$ cat src/les_defines.vh
`ifndef LES_DEFINES_VH
`define LES_DEFINES_VH

// lane count and per-lane field widths
`define LES_LANES 4
`define LES_HDR_W 2
`define LES_BTF_W 8

// 2-bit sync header codes
`define LES_HDR_CTRL 2'h2
`define LES_HDR_DATA 2'h1

// recognised block type field codes
`define LES_BTF_IDLE 8'h78
`define LES_BTF_CC 8'h80
`define LES_BTF_CB 8'h84
`define LES_BTF_SEP 8'h1E

// block sync: good headers to lock, window length, bad limit within a window
`define LES_SYNC_GOOD_M1 7'h3F
`define LES_SYNC_WIN_M1 10'h3FF
`define LES_SYNC_BAD_M1 5'h0F

// clock and timers
`define LES_CLK_NS 50
`define LES_PARTNER_WAIT_NS 10000
`define LES_PARTNER_WAIT_CYC ((`LES_PARTNER_WAIT_NS + `LES_CLK_NS - 1) / `LES_CLK_NS)
`define LES_HOTPLUG_NS 100000
`define LES_HOTPLUG_CYC (`LES_HOTPLUG_NS / `LES_CLK_NS)
`define LES_SELF_RST_CYC 5'h10
`define LES_BOND_INTERVAL 18'h017C0
`define LES_BOND_LEN_M1 3'h3

// register offsets
`define LES_REG_CTRL 4'h0
`define LES_REG_STATUS 4'h4
`define LES_REG_MINOR_CNT 4'h8

// control and status fields
`define LES_CTRL_HOTPLUG_SEL 0
`define LES_CTRL_RESTART 1
`define LES_STAT_LINK_READY 4
`define LES_STAT_SEVERE 5
`define LES_CTRL_RESET 1'h0

`endif

$ cat src/les_pad.v
`timescale 1ns/10ps
`default_nettype none
`default_nettype wire

$ cat src/les_link_status.v
// Operation
// [RL1] pulse minor fault on detected bit error
// [RL2] watch lanes for faults, flag severe fault
// [RL3] too many bad headers restarts lane alignment
// [RL4] severe fault triggers self reset and reinit
// [RL5] tx elastic buffer error raises severe fault
// [RL6] rx correction fifo error raises severe fault
// [RL7] invalid sync header gives minor fault pulse
// [RL8] unknown block type gives minor fault pulse
// [RL9] initialization starts automatically after any reset
// [RL10] one ready bit per initialised lane
// [RL11] link ready only after all stages done
// [RL12] user qualifies receive data with valid only
// [RL13] no user transmit while link not ready
// [RL14] no receive data until all lanes ready
// [RL15] simplex uses timer to judge partner ready
// [RL16] hotplug counter cleared by cc or btf
// [RL17] controller holds simplex tx until rx up
// [RL18] periodic bonding pattern every set interval
// [RL19] receiver comes up on bonding pattern
// [RL20] integrator bounds the larger interval setting
// [RL21] match flag shows crc compare result
// [RL22] crc strobe rides with last beat
// [RL23] crc strobe exactly one cycle per frame
//
// The plain strobed port and the register addresses were chosen for this implementation.
`timescale 1ns/10ps
`default_nettype none
`include "les_defines.vh"

module les_block_sync
(
   // clock and reset
   input wire clk,
   input wire rst,
   // received header
   input wire hdr_valid,
   input wire hdr_bad,
   // alignment status
   output reg aligned_reg,
   output reg realign_reg
);

   reg [6:0] good_cnt_reg;
   reg [9:0] win_cnt_reg;
   reg [4:0] bad_cnt_reg;

   always @(posedge clk)
   begin
      if (rst)
      begin
         aligned_reg <= 1'b0;
         realign_reg <= 1'b0;
         good_cnt_reg <= 7'h00;
         win_cnt_reg <= 10'h000;
         bad_cnt_reg <= 5'h00;
      end
      else
      begin
         realign_reg <= 1'b0;
         if (hdr_valid)
         begin
            if (!aligned_reg)
            begin
               if (hdr_bad)
                  good_cnt_reg <= 7'h00;
               else if (good_cnt_reg == `LES_SYNC_GOOD_M1)
               begin
                  aligned_reg <= 1'b1;
                  good_cnt_reg <= 7'h00;
                  win_cnt_reg <= 10'h000;
                  bad_cnt_reg <= 5'h00;
               end
               else
                  good_cnt_reg <= good_cnt_reg + 7'h01;
            end
            else if (hdr_bad && bad_cnt_reg == `LES_SYNC_BAD_M1)
            begin
               // burst of bad headers: drop lock and hunt again
               aligned_reg <= 1'b0; // RL3
               realign_reg <= 1'b1; // RL3
               win_cnt_reg <= 10'h000;
               bad_cnt_reg <= 5'h00;
            end
            else if (win_cnt_reg == `LES_SYNC_WIN_M1)
            begin
               win_cnt_reg <= 10'h000;
               bad_cnt_reg <= 5'h00;
            end
            else
            begin
               win_cnt_reg <= win_cnt_reg + 10'h001;
               if (hdr_bad)
                  bad_cnt_reg <= bad_cnt_reg + 5'h01;
            end
         end
      end
   end

endmodule

module les_link_status
#(
   parameter [17:0] BOND_PATTERN_INTERVAL = `LES_BOND_INTERVAL
)
(
   // clock and reset
   input wire clk,
   input wire reset,
   // register port
   input wire [3:0] reg_addr,
   input wire [31:0] reg_wdata,
   input wire reg_wr,
   input wire reg_rd,
   output reg [31:0] reg_rdata,
   // transceiver fault pins, one bit per lane
   input wire [3:0] gt_tx_buf_fault,
   input wire [3:0] gt_rx_buf_fault,
   input wire [3:0] gt_lock_lost,
   // received blocks, one slice per lane
   input wire [3:0] rx_block_valid,
   input wire [7:0] rx_sync_header,
   input wire [31:0] rx_block_type,
   // receive user stream
   input wire rx_in_valid,
   input wire rx_in_last,
   input wire [31:0] rx_crc_received,
   input wire [31:0] rx_crc_computed,
   output reg rx_out_valid,
   output reg rx_out_last,
   output reg check_result_strobe,
   output reg check_match_flag,
   // transmit user stream
   input wire tx_user_valid,
   output wire tx_user_ready,
   output wire tx_user_take,
   output reg tx_bond_start,
   output wire tx_bond_busy,
   // status
   output reg minor_fault_pulse,
   output reg severe_fault_flag,
   output wire [3:0] lane_ready_vec,
   output wire [3:0] lane_realign,
   output reg link_ready
);

   localparam [3:0] S_LANE = 4'h1;
   localparam [3:0] S_BOND = 4'h2;
   localparam [3:0] S_WAIT = 4'h4;
   localparam [3:0] S_READY = 4'h8;
   localparam integer WAIT_CYC = `LES_PARTNER_WAIT_CYC;
   localparam integer HOTPLUG_CYC = `LES_HOTPLUG_CYC;
   localparam [7:0] WAIT_M1 = WAIT_CYC[7:0] - 8'h01;
   localparam [10:0] HOTPLUG_M1 = HOTPLUG_CYC[10:0] - 11'h001;

   reg [11:0] fault_s1_reg;
   reg [11:0] fault_s2_reg;
   reg [4:0] hold_cnt_reg;
   reg hotplug_sel_reg;
   reg restart_req_reg;
   reg [15:0] minor_cnt_reg;
   reg [3:0] state_reg;
   reg [3:0] state_next;
   reg [7:0] wait_cnt_reg;
   reg [10:0] hotplug_cnt_reg;
   reg hotplug_trip_reg;
   reg [17:0] bond_cnt_reg;
   reg [2:0] bond_len_reg;
   reg bond_busy_reg;
   reg [3:0] hdr_bad;
   reg [3:0] btf_bad;
   reg cc_seen;
   reg cb_seen;
   reg btf_ok_seen;
   integer i;

   wire core_rst;
   wire any_fault;
   wire all_ready;
   wire minor_now;

   // fault pins come from the transceiver clocks
   always @(posedge clk)
   begin
      if (reset)
      begin
         fault_s1_reg <= 12'h000;
         fault_s2_reg <= 12'h000;
      end
      else
      begin
         fault_s1_reg <= {gt_lock_lost, gt_rx_buf_fault, gt_tx_buf_fault};
         fault_s2_reg <= fault_s1_reg;
      end
   end

   assign any_fault = |fault_s2_reg; // RL2 RL5 RL6

   // self reset: hold the link logic down, then start over
   assign core_rst = reset | (hold_cnt_reg != 5'h00); // RL4 RL9

   always @(posedge clk)
   begin
      if (reset)
      begin
         hold_cnt_reg <= 5'h00;
         severe_fault_flag <= 1'b0;
      end
      else
      begin
         severe_fault_flag <= any_fault; // RL2 RL5 RL6
         if (hold_cnt_reg != 5'h00)
            hold_cnt_reg <= hold_cnt_reg - 5'h01;
         else if (any_fault || restart_req_reg || hotplug_trip_reg)
            hold_cnt_reg <= `LES_SELF_RST_CYC; // RL4
      end
   end

   // header and block type checks per lane
   always @*
   begin
      hdr_bad = 4'h0;
      btf_bad = 4'h0;
      cc_seen = 1'b0;
      cb_seen = 1'b0;
      btf_ok_seen = 1'b0;
      for (i = 0; i < `LES_LANES; i = i + 1)
      begin
         if (rx_block_valid[i])
         begin
            if (rx_sync_header[i*2 +: 2] != `LES_HDR_CTRL && rx_sync_header[i*2 +: 2] != `LES_HDR_DATA)
               hdr_bad[i] = 1'b1; // RL7
            else if (rx_sync_header[i*2 +: 2] == `LES_HDR_CTRL)
            begin
               case (rx_block_type[i*8 +: 8])
                  `LES_BTF_CC:
                  begin
                     cc_seen = 1'b1;
                     btf_ok_seen = 1'b1;
                  end
                  `LES_BTF_CB:
                  begin
                     cb_seen = 1'b1;
                     btf_ok_seen = 1'b1;
                  end
                  `LES_BTF_IDLE, `LES_BTF_SEP:
                     btf_ok_seen = 1'b1;
                  default:
                     btf_bad[i] = 1'b1; // RL8
               endcase
            end
         end
      end
   end

   assign minor_now = |(hdr_bad | btf_bad); // RL1

   genvar g;
   generate
      for (g = 0; g < `LES_LANES; g = g + 1)
      begin : lane
         les_block_sync u_sync
         (
            .clk(clk),
            .rst(core_rst),
            .hdr_valid(rx_block_valid[g]),
            .hdr_bad(hdr_bad[g]),
            .aligned_reg(lane_ready_vec[g]), // RL10
            .realign_reg(lane_realign[g]) // RL3
         );
      end
   endgenerate

   assign all_ready = &lane_ready_vec;

   always @(posedge clk)
   begin
      if (core_rst)
         minor_fault_pulse <= 1'b0;
      else
         minor_fault_pulse <= minor_now; // RL1 RL7 RL8
   end

   // link bring-up sequence
   always @*
   begin
      state_next = state_reg;
      case (state_reg)
         S_LANE:
            if (all_ready)
               state_next = S_BOND;
         S_BOND:
            if (!all_ready)
               state_next = S_LANE;
            else if (cb_seen)
               state_next = S_WAIT; // RL19
         S_WAIT:
            if (!all_ready)
               state_next = S_LANE;
            else if (wait_cnt_reg == WAIT_M1)
               state_next = S_READY; // RL15
         S_READY:
            if (!all_ready)
               state_next = S_LANE;
         default:
            state_next = S_LANE;
      endcase
   end

   always @(posedge clk)
   begin
      if (core_rst)
      begin
         state_reg <= S_LANE; // RL9
         wait_cnt_reg <= 8'h00;
         link_ready <= 1'b0;
      end
      else
      begin
         state_reg <= state_next;
         link_ready <= (state_next == S_READY); // RL11
         if (state_reg == S_WAIT)
            wait_cnt_reg <= wait_cnt_reg + 8'h01;
         else
            wait_cnt_reg <= 8'h00;
      end
   end

   // hotplug watch: no cc block (any known block type when hotplug_sel_reg is set) from the partner restarts the link
   always @(posedge clk)
   begin
      if (core_rst)
      begin
         hotplug_cnt_reg <= 11'h000;
         hotplug_trip_reg <= 1'b0;
      end
      else
      begin
         hotplug_trip_reg <= 1'b0;
         if (state_reg == S_LANE)
            hotplug_cnt_reg <= 11'h000;
         else if (hotplug_sel_reg ? btf_ok_seen : cc_seen)
            hotplug_cnt_reg <= 11'h000; // RL16
         else if (hotplug_cnt_reg == HOTPLUG_M1)
         begin
            hotplug_cnt_reg <= 11'h000;
            hotplug_trip_reg <= 1'b1;
         end
         else
            hotplug_cnt_reg <= hotplug_cnt_reg + 11'h001;
      end
   end

   // periodic bonding pattern on the transmit side
   always @(posedge clk)
   begin
      if (core_rst)
      begin
         bond_cnt_reg <= 18'h00000;
         tx_bond_start <= 1'b0;
         bond_len_reg <= 3'h0;
         bond_busy_reg <= 1'b0;
      end
      else
      begin
         tx_bond_start <= (bond_cnt_reg == 18'h00000); // RL18
         if (bond_cnt_reg == BOND_PATTERN_INTERVAL - 18'h00001)
            bond_cnt_reg <= 18'h00000; // RL18
         else
            bond_cnt_reg <= bond_cnt_reg + 18'h00001;
         if (bond_cnt_reg == 18'h00000)
         begin
            bond_busy_reg <= 1'b1;
            bond_len_reg <= 3'h0;
         end
         else if (bond_busy_reg)
         begin
            if (bond_len_reg == `LES_BOND_LEN_M1)
               bond_busy_reg <= 1'b0;
            bond_len_reg <= bond_len_reg + 3'h1;
         end
      end
   end

   assign tx_bond_busy = bond_busy_reg;
   assign tx_user_ready = link_ready & ~bond_busy_reg; // RL13
   assign tx_user_take = tx_user_valid & tx_user_ready; // RL13

   // receive stream gating and crc result
   always @(posedge clk)
   begin
      if (core_rst)
      begin
         rx_out_valid <= 1'b0;
         rx_out_last <= 1'b0;
         check_result_strobe <= 1'b0;
         check_match_flag <= 1'b0;
      end
      else
      begin
         rx_out_valid <= rx_in_valid & all_ready; // RL14
         rx_out_last <= rx_in_valid & rx_in_last & all_ready; // RL14 RL22
         check_result_strobe <= rx_in_valid & rx_in_last & all_ready; // RL22 RL23
         if (rx_in_valid && rx_in_last && all_ready)
            check_match_flag <= (rx_crc_received == rx_crc_computed); // RL21
      end
   end

   // register port
   always @(posedge clk)
   begin
      if (reset)
      begin
         hotplug_sel_reg <= `LES_CTRL_RESET;
         restart_req_reg <= 1'b0;
         minor_cnt_reg <= 16'h0000;
         reg_rdata <= 32'h00000000;
      end
      else
      begin
         restart_req_reg <= 1'b0;
         if (reg_wr && reg_addr == `LES_REG_CTRL)
         begin
            hotplug_sel_reg <= reg_wdata[`LES_CTRL_HOTPLUG_SEL];
            restart_req_reg <= reg_wdata[`LES_CTRL_RESTART];
         end
         if (minor_fault_pulse && minor_cnt_reg != 16'hFFFF)
            minor_cnt_reg <= minor_cnt_reg + 16'h0001;
         else if (reg_wr && reg_addr == `LES_REG_MINOR_CNT)
            minor_cnt_reg <= 16'h0000;
         reg_rdata <= 32'h00000000;
         if (reg_rd)
         begin
            case (reg_addr)
               `LES_REG_CTRL:
                  reg_rdata <= {31'h00000000, hotplug_sel_reg};
               `LES_REG_STATUS:
                  reg_rdata <= {26'h0000000, severe_fault_flag, link_ready, lane_ready_vec};
               `LES_REG_MINOR_CNT:
                  reg_rdata <= {16'h0000, minor_cnt_reg};
               default:
                  reg_rdata <= 32'h00000000;
            endcase
         end
      end
   end

endmodule

`default_nettype wire

$ cat config.mk
export PLATFORM = sky130hd
export DESIGN_NAME = les_link_status
export DESIGN_NICKNAME = d
export VERILOG_FILES = /design/src/les_pad.v /design/src/les_link_status.v
export VERILOG_INCLUDE_DIRS = /design/src /design/src/src
export SDC_FILE = /design/constraint.sdc
export NUM_CORES = 1
export LEC_CHECK = 0
export ABC_AREA = 1
export BUFFER_PORTS_ARGS = -buffer_cell sky130_fd_sc_hd__buf_2
export CELL_PAD_IN_SITES_DETAIL_PLACEMENT = 0
export CELL_PAD_IN_SITES_GLOBAL_PLACEMENT = 1
export CORE_MARGIN = 1.5
export CORE_UTILIZATION = 43
export DETAILED_ROUTE_END_ITERATION = 6
export PLACE_DENSITY = 0.84
export SLEW_MARGIN = 15
export SYNTH_ARGS = -nofsm -noshare
export SYNTH_HDL_FRONTEND = slang
export SYNTH_SLANG_ARGS = --single-unit
export TNS_END_PERCENT = 20
$ cat constraint.sdc
create_clock -name clk -period 3.9 [get_ports clk]
set_input_delay 0.39 -clock clk [delete_from_list [all_inputs] [get_ports clk]]
set_output_delay 0.39 -clock clk [all_outputs]
set_load 0.05 [all_outputs]
==> Word level (Yosys, flattened, before mapping) <==
Index checks and enable logic that the tools add are counted.
{ "op_classes": {"n_addsub": 18, "eq_ne": 61, "n_mux": 161, "bitwise_logic": 19, "reduce_logical": 54} }
{ "ops": {"columns": ["operator", "count"], "rows": [
  ["10-bit two-way mux", 20],
  ["5-bit two-way mux", 26],
  ["1-bit two-way mux", 97],
  ["8-bit == test, second input constant", 9],
  ["7-bit two-way mux", 8],
  ["16-bit one-hot mux with 3 select lines", 1],
  ["10-bit by 1-bit adder with 10-bit output, second input constant", 4],
  ["10-bit == test, second input constant", 4],
  ["32-bit == test", 1],
  ["8-bit by 5-bit == test with 1-bit output, second input constant", 4],
  ["8-bit by 7-bit == test with 1-bit output, second input constant", 4],
  ["16-bit two-way mux", 2],
  ["7-bit by 1-bit adder with 7-bit output, second input constant", 4],
  ["7-bit by 6-bit == test with 1-bit output, second input constant", 4],
  ["4-bit two-way mux", 6],
  ["4-bit OR reduction", 6],
  ["5-bit by 1-bit adder with 5-bit output, second input constant", 4],
  ["5-bit by 4-bit == test with 1-bit output, second input constant", 4],
  ["4-bit AND reduction", 5],
  ["18-bit by 1-bit adder with 18-bit output, second input constant", 1],
  ["18-bit by 13-bit == test with 1-bit output, second input constant", 1],
  ["18-bit logical NOT", 1],
  ["16-bit by 1-bit adder with 16-bit output, second input constant", 1],
  ["16-bit != test, second input constant", 1],
  ["29 further kinds", 95]
]} }
{ "word_totals": {"reg_bits": 228, "out_inout_bits": 51, "word_cells": 354} }

==> Depth between registers and ports, before layout <==
Gate-level depths: netlist of the first run.
{ "depth": {"word_depth": 21, "ltp_mapped": 14, "depth_no_buf": 13} }

==> Modules after synthesis <==
Synthesis of the first run repeated with hierarchy kept, for this count alone.
{ "unflattened": {"cells_unflattened": 1656, "hier_area_um2": 11421.0} }
{ "modules_own_cells": {"columns": ["mod", "instances", "cells_per_inst", "area_each_um2"], "rows": [
  ["les_link_status", 1, 864, 6104.6],
  ["les_block_sync (lane[0].u_sync ...)", 3, 199, 1335.0],
  ["les_block_sync (lane[3].u_sync)", 1, 195, 1311.3]
]} }

==> Least setup slack after synthesis of the first run <==
OpenSTA, ideal clock, no wires.
{ "synth_path": {"path_kind": "in2reg", "start": "input port rx_sync_header[0]", "end": "register lane[0].u_sync.bad_cnt_reg[3]", "setup_time_ns": 0.113, "arrival_ns": 1.678, "path_slack_ns": 2.109, "path_stages": 13, "n_path_buf": 0, "path_cell_list": "inv_1 ha_1 nand2_1 inv_1 nand2_1 nand2_1 inv_1 nand2_1 inv_1 o21ai_2 inv_1 nand2_1 nor2_1"} }
{ "synth_via": {"elab_chain_len": 7, "word_cells_on_any_way": 11, "classes_between": "eq/ne: 4; mux: 4; reduce/logical: 3"} }
{ "synth_rtl": {"columns": ["item", "line", "rtl"], "rows": [
  ["from (decl)", "les_link_status.v:122", "input wire [7:0] rx_sync_header,"],
  ["2-bit != test (no line) or 2-bit by 1-bit != test with 1-bit output (tied branches)", null, null],
  ["1-bit logical AND (no line) *", null, null],
  ["1-bit two-way mux *", "les_link_status.v:231", "if (rx_sync_header[i*2 +: 2] != `LES_HDR_CTRL && rx_sync_header[i*2 +: 2] != `LES_HDR_DATA)"],
  ["1-bit two-way mux *", "les_link_status.v:229", "if (rx_block_valid[i])"],
  ["1-bit logical AND (no line)", null, null],
  ["4-bit by 3-bit != test with 1-bit output (no line) or 5-bit two-way mux (tied branches)", null, null],
  ["4-bit AND reduction (no line) or 5-bit two-way mux (tied branches)", null, null],
  ["to (signal assigned)", "les_link_status.v:94", "bad_cnt_reg <= bad_cnt_reg + 5'h01;"],
  ["to (decl)", "les_link_status.v:46", "reg [4:0] bad_cnt_reg;"]
]} }
Every way passes the cells marked *; elsewhere a longest branch is shown, timed or not.
A chain may end at the register's enable or synchronous reset.

==> Worst setup path in the final report of the first run <==
{ "layout_path": {"start": "register hold_cnt_reg[0]", "end": "register hotplug_cnt_reg[0]"} }
{ "layout_via": {"elab_chain_len": 3} }
{ "layout_rtl": {"columns": ["item", "line", "rtl"], "rows": [
  ["from (decl)", "les_link_status.v:158", "reg [4:0] hold_cnt_reg;"],
  ["from (signal assigned)", "les_link_status.v:213", "hold_cnt_reg <= hold_cnt_reg - 5'h01;"],
  ["from (signal assigned)", "les_link_status.v:215", "hold_cnt_reg <= `LES_SELF_RST_CYC;"],
  ["5-bit nonzero test", "les_link_status.v:200", "assign core_rst = reset | (hold_cnt_reg != 5'h00);"],
  ["1-bit OR", "les_link_status.v:200", null],
  ["4-bit OR reduction (no line)", null, null],
  ["to (signal assigned)", "les_link_status.v:350", "hotplug_cnt_reg <= hotplug_cnt_reg + 11'h001;"],
  ["to (decl)", "les_link_status.v:165", "reg [10:0] hotplug_cnt_reg;"]
]} }
No other way between the ends.

==> flow_summary_export.csv, run 1 <==
group,metric,value,unit
floorplanning,num_rows,57,
worst_hold_path,hold_path_depth,3,
detailed_routing,remaining_drc_errors,0,
cts,tritoncts,"built",
grt,track_usage,18.4,%
floorplanning,fp.coreArea,0.0245,mm²
critical_path,timing.rr.start,"hold_cnt_reg[0]$_SDFFE_PP0P_",
grt,maximum_number_of_pins_on_one_net_before_global_route_repair,48,
final_layout,layout.nets,1872,
worst_hold_path,hold_path.startpoint,"gt_lock_lost[3]",
floorplanning,ios,214,
sta,period_needed,2.35,ns
place,dpl.hpwl,18.0,mm
sta,finalCritPeriodShare,60.4,%
critical_path,worstPathMaxFanout,33,
cts,number_of_setup_buffers_added_after_cts,0,
detailed_routing,antenna_violating_nets_post_route,0,
cts,number_of_sinks_handled_by_clock_tree_synthesis,212,
power_and_ir_drop,total_power,0.00545,W
cts,clock_tree.htree_level_count,1,
cts,cts_root_buffer,"clkbuf_16",
grt,gr-usage-met3,2.80,%
critical_path,worst_ep_arrival_time,2.78,ns
grt,number_of_global_route_vias_before_repair,8627,
cts,post_cts.resized_instances,0,
cts,ctsLongestPathBuffers,3,
critical_path,timing.critical_path.mode_cell,"nand2_1",
cts,clk_pin_slew_worst_paths,0.06,ns
sta,rsz0062_at_grt,"false",
sta,totalNegativeSetupSlack,0,ns
critical_path,crit_type,"flip-flop to flip-flop",
critical_path,worstSetupEndpointType,"flip-flop",
detailed_routing,first_pass_iters,5,
critical_path,critical-path-slowest-cell,"nand3_1",
final_layout,area_growth_from_synthesis_to_layout,16.5,%
yosys,synth.cell_area,0.0108,mm²
critical_path,crit_path_max_incr_delay,0.47,ns
critical_path,r2r-end,"hotplug_cnt_reg[0]$_SDFF_PP0_",
sta,timing.fmax,425,MHz
sta,max-slew-margin-rel,41.8,%
sta,clock_skew,0.00876,ns
grt,number_of_antenna_violations_at_the_first_check_in_global_routing,1,
detailed_routing,routed_wire_length_per_instance,11.9,µm
floorplanning,die-area,0.0260,mm²
grt,groute.layer.met2.usage,31.1,%
yosys,sequential_element_share_of_the_synthesized_area,39.4,%
critical_path,critical_path.cell_chain,"inv_1 > ha_1 > nand2_1 > or2_4 > clkinv_2 > nand2_4 > clkinv_4 > nand2_1 > nor2_2 > nand3_1 > nor2_1",
detailed_routing,detail_route.iter0.violations,584,
grt,globalRoute.busiestLayer,"met2",
cts,cts_inserted_buffers,24,
grt,grt_util_met1,24.9,%
power_and_ir_drop,p_per_area,434,mW/mm²
flow_run,cap_violations,0,
cts,cts-hold-fix-buffers,0,
critical_path,timing.reg2reg.worst_path_depth,11,
worst_hold_path,hold_end,"fault_s1_reg[11]$_SDFF_PP0_",
detailed_routing,wirelength,24.0,mm
yosys,number_of_enable_flip_flop_cells_after_synthesis,0,
yosys,yosys_register_bits,212,
critical_path,timing.critical_path.required,4.32,ns
final_layout,number_of_filler_instances_in_the_final_layout,2486,
yosys,syn_inst,1524,
place,placement.io_buffers,167,
sta,setup_failing_eps_final,0,
yosys,mean_syn_cell_area,7.08,µm²
floorplanning,die_span_x,161,µm
power_and_ir_drop,power.static_leakage,5.36,nW
final_layout,drive_gt1_share,16.3,%
yosys,synth_ff_type,"dfxtp_1",
detailed_routing,viasPerCell,4.75,
yosys,total_number_of_yosys_warnings,0,
final_layout,max_ffs_per_register,40,
yosys,fraction_of_registers_with_async_set_or_reset_after_synthesis,0,%
critical_path,r2r_setup_slack,1.55,ns
critical_path,worst_path_dominant_cell_family,"simple AND/OR/NAND/NOR gates",
critical_path,worst_setup_path_start_kind,"flip-flop",
power_and_ir_drop,power.ir.vdd_worst,0.377,mV
status,run_status,"completed",
floorplanning,die_h,161,µm
sta,timing_hold_violations_final,0,
sta,transition_time_at_the_pin_with_the_least_slew_margin,0.872,ns
grt,grt_pass1_wl,40.2,mm
detailed_routing,routed-via-count,9614,
critical_path,number_of_buffers_and_inverters_on_the_critical_path,3,
worst_hold_path,min_path_type,"primary input to flip-flop",
grt,grt-ovfl-total,0,
yosys,yosys.cell_types.count,54,
floorplanning,start_util,44.1,%
sta,drv_slew,0,
place,place.gp.congestion,0.791,
cts,worst_skew_pair.late_latency,0.51,ns
stage by stage:
| step | hold slack [ns] | utilization, % | cells | area [µm²] | setup slack [ns] |
|---|---|---|---|---|---|
| after floorplan | 0.388 | - | 1539 | 10800 | 2.11 |
| after global placement | 0.390 | 47.9 | 1979 | 11700 | 1.38 |
| after detailed placement | 0.393 | 47.9 | 1979 | 11700 | 1.33 |
| after CTS | 0.0669 | 51.3 | 2021 | 12600 | 1.49 |
| after global routing | 0.0840 | 51.3 | 2021 | 12600 | 1.29 |
| final | 0.0816 | 51.4 | 2022 | 12600 | 1.55 |
Yosys cell counts (9+ instances only):
master / number / area, µm²
ha_1: 28 / 350
nor2_1: 224 / 841
nand2_1: 259 / 972
o21ai_0: 41 / 205
nor4_1: 12 / 75.1
dfxtp_1: 212 / 4240
a21oi_1: 100 / 500
inv_1: 221 / 830
xnor2_1: 32 / 280
nand4_1: 31 / 194
nor2_2: 26 / 163
buf_4: 27 / 203
nor3_1: 67 / 335
buf_6: 9 / 101
xor2_1: 33 / 289
nand3_1: 98 / 490
power by group:
group / switching (W) / internal (W) / leakage, nW / total [W]
combinational: 0.000557 / 0.000243 / 3.22 / 0.000800
sequential: 0.0000510 / 0.00223 / 1.71 / 0.00228
clock: 0.000859 / 0.00151 / 0.423 / 0.00237
metal layers:
layer	share of wire [%]	up-vias
met4	1.4	0
met3	3.7	31
met1	49	4308
met5	0	-
li1	-	5143
met2	46	132
cells by family (layout without fill, tap and decap cells):
family	Yosys count	in the layout	synth area share [%]
AOI/OAI and AO/OA	173	173	8.71
DFF	212	212	39.4
xor gates and xnor gates	65	65	5.28
other	1	17	0.0348
adders and majority gates	28	28	3.25
and+or+nand+nor	761	761	31.7
buffers and inverters	284	442	11.7
cell usage in the layout (no fill, tap or decap), types with 28 or more instances in the layout:
| cell type | synthesis | final |
|---|---|---|
| dfxtp_1 | 212 | 212 |
| ha_1 | 28 | 28 |
| nor3_1 | 67 | 67 |
| o21ai_0 | 41 | 41 |
| nand2_1 | 259 | 259 |
| buf_2 | 7 | 167 |
| nor2_1 | 224 | 224 |
| inv_1 | 221 | 221 |
| nand3_1 | 98 | 98 |
| xnor2_1 | 32 | 32 |
| a21oi_1 | 100 | 100 |
| xor2_1 | 33 | 33 |
| nand4_1 | 31 | 31 |
cell type report:
class                   instances  area (µm²)  area share, %
clock buffers                  36         747           5.95
flip-flops and latches        212        4240           33.8
clock inverters                 6         105          0.837
well taps                     324         405           3.23
inverters                     231         873           6.95
diodes                          1        2.50         0.0199
multi-input cells            1043        5340           42.5
repair buffers                169         851           6.77
worst max path at each step:
stage	depth (start not counted)	end	from	slack, ns
2_1_floorplan	13	lane[0].u_sync.bad_cnt_reg[3]$_SDFFE_PP0P_	rx_sync_header[0]	2.11
3_3_place_gp	12	lane[0].u_sync.bad_cnt_reg[2]$_SDFFE_PP0P_	rx_sync_header[0]	1.38
3_5_place_dp	12	lane[0].u_sync.bad_cnt_reg[2]$_SDFFE_PP0P_	rx_sync_header[0]	1.33
4_1_cts	11	hotplug_cnt_reg[0]$_SDFF_PP0_	hold_cnt_reg[0]$_SDFFE_PP0P_	1.49
5_1_grt	11	hotplug_cnt_reg[1]$_SDFF_PP0_	hold_cnt_reg[0]$_SDFFE_PP0P_	1.29
6_report	11	hotplug_cnt_reg[0]$_SDFF_PP0_	hold_cnt_reg[0]$_SDFFE_PP0P_	1.55
worst register-to-register path, delay by kind of cell (launching register included):
kind	cells	cell delay (ns)
adder cells (fa/ha/maj)	1	0.18
AND/OR/NAND/NOR	7	1.38
flip-flops	1	0.33
buffers and inverters	3	0.39
No activity file was read; power rests on OpenSTA's default activity.
==> inputs of run 2 (changes only) <==
--- a/config.mk
+++ b/config.mk
@@ -11,9 +11,9 @@
 export CELL_PAD_IN_SITES_DETAIL_PLACEMENT = 0
 export CELL_PAD_IN_SITES_GLOBAL_PLACEMENT = 1
 export CORE_MARGIN = 1.5
-export CORE_UTILIZATION = 43
+export CORE_UTILIZATION = 40
 export DETAILED_ROUTE_END_ITERATION = 6
-export PLACE_DENSITY = 0.84
+export PLACE_DENSITY = 0.79
 export SLEW_MARGIN = 15
 export SYNTH_ARGS = -nofsm -noshare
 export SYNTH_HDL_FRONTEND = slang
==> constraint.sdc (replaced) <==
create_clock -name clk -period 2.3 [get_ports clk]
set_input_delay 0.23 -clock clk [delete_from_list [all_inputs] [get_ports clk]]
set_output_delay 0.23 -clock clk [all_outputs]
set_load 0.05 [all_outputs]
==> run 2 against run 1 <==
  * Final area rose by 1.7%
  * Count of clock-buffer cells in the layout did not move
  * Highest routed layer unchanged
  * Non-clock buffer count rose by 30
  * Combinational power rose by 80%
  * Cell count rose by 2.0%
  * Clock skew fell by 0.0031 ns
  * Sequential power rose by 70%
  * Sequential cell count did not move
  * Maximum frequency rose by 13%
  * Clock power rose by 57%
  * Critical path depth fell by 2
==> flow_summary_export.csv, run 2 (synthesis gave the netlist of run 1 again) <==
group,metric,value,unit
critical_path,worstSetupEndpointType,"flip-flop",
grt,grt_pass1_wl,41.9,mm
power_and_ir_drop,power.ir.vdd_worst,0.457,mV
sta,period_needed,2.08,ns
worst_hold_path,hold_path.startpoint,"reg_wdata[0]",
final_layout,max_ffs_per_register,40,
critical_path,timing.critical_path.required,2.75,ns
detailed_routing,viasPerCell,4.71,
cts,cts_inserted_buffers,24,
critical_path,r2r-end,"check_result_strobe$_SDFF_PP0_",
final_layout,layout.nets,1902,
sta,max-slew-margin-rel,56.6,%
critical_path,timing.reg2reg.worst_path_depth,9,
floorplanning,ios,214,
sta,timing_hold_violations_final,0,
critical_path,crit_type,"flip-flop to flip-flop",
sta,finalCritPeriodShare,90.5,%
cts,worst_skew_pair.late_latency,0.50,ns
critical_path,worst_setup_path_start_kind,"flip-flop",
cts,cts_root_buffer,"clkbuf_16",
grt,number_of_global_route_vias_before_repair,9120,
flow_run,cap_violations,0,
sta,setup_failing_eps_final,0,
final_layout,area_growth_from_synthesis_to_layout,18.5,%
worst_hold_path,min_path_type,"primary input to flip-flop",
sta,drv_slew,0,
sta,finalWorstSetupSlack,0.218,ns
cts,clock_tree.htree_level_count,1,
final_layout,most_used_cells_in_the_layout_excluding_fill_and_tap_cells,"258 x nand2_1, 224 x nor2_1, 221 x inv_1, 212 x dfxtp_1, 167 x buf_2",
place,dp_worst_setup_slack,0.303,ns
power_and_ir_drop,p_per_area,707,mW/mm²
detailed_routing,wirelength,24.4,mm
place,dpl-instance-area,0.0118,mm²
final_layout,final_common_cell,"nand2_1",
power_and_ir_drop,total_power,0.00903,W
critical_path,timing.rr.start,"hold_cnt_reg[0]$_SDFFE_PP0P_",
floorplanning,fp.coreArea,0.0263,mm²
floorplanning,start_util,41.0,%
sta,totalNegativeSetupSlack,0,ns
place,place.gp.congestion,0.817,
detailed_routing,routed_wire_length_per_instance,11.8,µm
final_layout,number_of_filler_instances_in_the_final_layout,2694,
sta,timing.fmax,480,MHz
critical_path,r2r_setup_slack,0.22,ns
power_and_ir_drop,power.static_leakage,5.46,nW
final_layout,final_cell_area_excluding_filler_cells,0.0128,mm²
status,run_status,"completed",
detailed_routing,first_pass_iters,5,
critical_path,worst_ep_arrival_time,2.53,ns
worst_hold_path,hold_path_depth,3,
detailed_routing,routed-via-count,9727,
floorplanning,die_span_x,167,µm
cts,tritoncts,"built",
detailed_routing,detail_route.iter0.violations,458,
cts,ctsLongestPathBuffers,3,
floorplanning,die-area,0.0280,mm²
cts,number_of_sinks_handled_by_clock_tree_synthesis,212,
floorplanning,num_rows,59,
grt,track_usage,17.6,%
grt,grt-ovfl-total,0,
grt,maximum_number_of_pins_on_one_net_before_global_route_repair,48,
place,placement.io_buffers,167,
place,dpl.hpwl,18.3,mm
critical_path,worstPathMaxFanout,47,
worst_hold_path,hold_end,"hotplug_sel_reg$_SDFFE_PP0P_",
sta,clock_skew,0.00569,ns
detailed_routing,antenna_violating_nets_post_route,0,
floorplanning,die_h,167,µm
sta,rsz0062_at_grt,"false",
final_layout,antenna_diode_count,0,
detailed_routing,remaining_drc_errors,0,
final_layout,drive_gt1_share,16.7,%
grt,number_of_antenna_violations_at_the_first_check_in_global_routing,0,
cts,clk_pin_slew_worst_paths,0.06,ns
sta,transition_time_at_the_pin_with_the_least_slew_margin,0.644,ns
==> run 2: cell count changes in the layout (fill, tap and decap cells not counted), sizes merged <==
cell	before	now
dlygate4sd3	0	16
buf	169	183
bufinv	3	1
clkinv	7	9
clkinvlp	0	1
diode	1	0
==> run 2: worst max path at each step <==
| stage | start | to | slack, ns | cells after the start |
|---|---|---|---|---|
| after floorplan | lane[0].u_sync.bad_cnt_reg[0]$_SDFFE_PP0P_ | lane[0].u_sync.bad_cnt_reg[3]$_SDFFE_PP0P_ | 0.62 | 13 |
| after CTS | hold_cnt_reg[0]$_SDFFE_PP0P_ | check_result_strobe$_SDFF_PP0_ | 0.20 | 9 |
| final | hold_cnt_reg[0]$_SDFFE_PP0P_ | check_result_strobe$_SDFF_PP0_ | 0.22 | 9 |
| after global placement | lane[1].u_sync.good_cnt_reg[0]$_SDFFE_PP0P_ | lane[1].u_sync.bad_cnt_reg[1]$_SDFFE_PP0P_ | 0.30 | 12 |
| after global routing | lane[2].u_sync.good_cnt_reg[0]$_SDFFE_PP0P_ | lane[2].u_sync.bad_cnt_reg[2]$_SDFFE_PP0P_ | 0.05 | 11 |
| after detailed placement | lane[1].u_sync.good_cnt_reg[0]$_SDFFE_PP0P_ | lane[1].u_sync.bad_cnt_reg[1]$_SDFFE_PP0P_ | 0.30 | 12 |
==> run 2: per-layer routing <==
metal	share of wire, %	up-vias	wire length [µm]	track usage [%]
met3	3.8	43	936	2.65
met5	0	-	0	0
met1	49	4344	11900	23.3
li1	-	5206	-	-
met4	2.1	0	512	4.50
met2	45	134	11100	30.0
==> run 2: power breakdown <==
part           leakage, nW  internal, W  switching [W]
logic                 3.36     0.000486       0.000956
registers             1.71      0.00378      0.0000926
clock network        0.385      0.00226        0.00146
==> run 2: area by class of cell <==
cell class,count,area [µm²],share of cell area [%]
clock buffers,36,717,5.61
inverters,231,873,6.83
repair buffers,199,1130,8.83
well taps,335,419,3.28
flip-flops and latches,212,4240,33.2
multi-input cells,1043,5340,41.8
clock inverters,7,62.6,0.489
==> run 2: what timing repair did <==
| item | CTS | global route |
|---|---|---|
| gates resized for setup | 0 | 1 |
| endpoints found under the hold margin | 15 | 0 |
| setup endpoints to repair | 0 | 1 |
| setup buffers | 0 | 0 |
| hold buffers | 16 | 0 |
==> run 2: worst max-delay path: stages (launching register included) <==
cell and delay [ns]:
dfxtp_1 0.33, inv_1 0.06, ha_1 0.18, nand2_1 0.08
or2_4 0.26, clkinv_2 0.08, nand2_4 0.07, buf_12 0.19
nor4_1 0.17, dlygate4sd3_1 0.57
==> run 2: per-stage QoR <==
| stage | instances | hold WS [ns] | utilization, % |
|---|---|---|---|
| finish | 2063 | 0.0454 | 48.6 |
| floorplan | 1539 | 0.337 | - |
| global placement | 2004 | 0.391 | 45.1 |
| detailed placement | 2004 | 0.392 | 45.1 |
| CTS | 2063 | 0.00784 | 48.6 |
| global route | 2063 | 0.0395 | 48.6 |
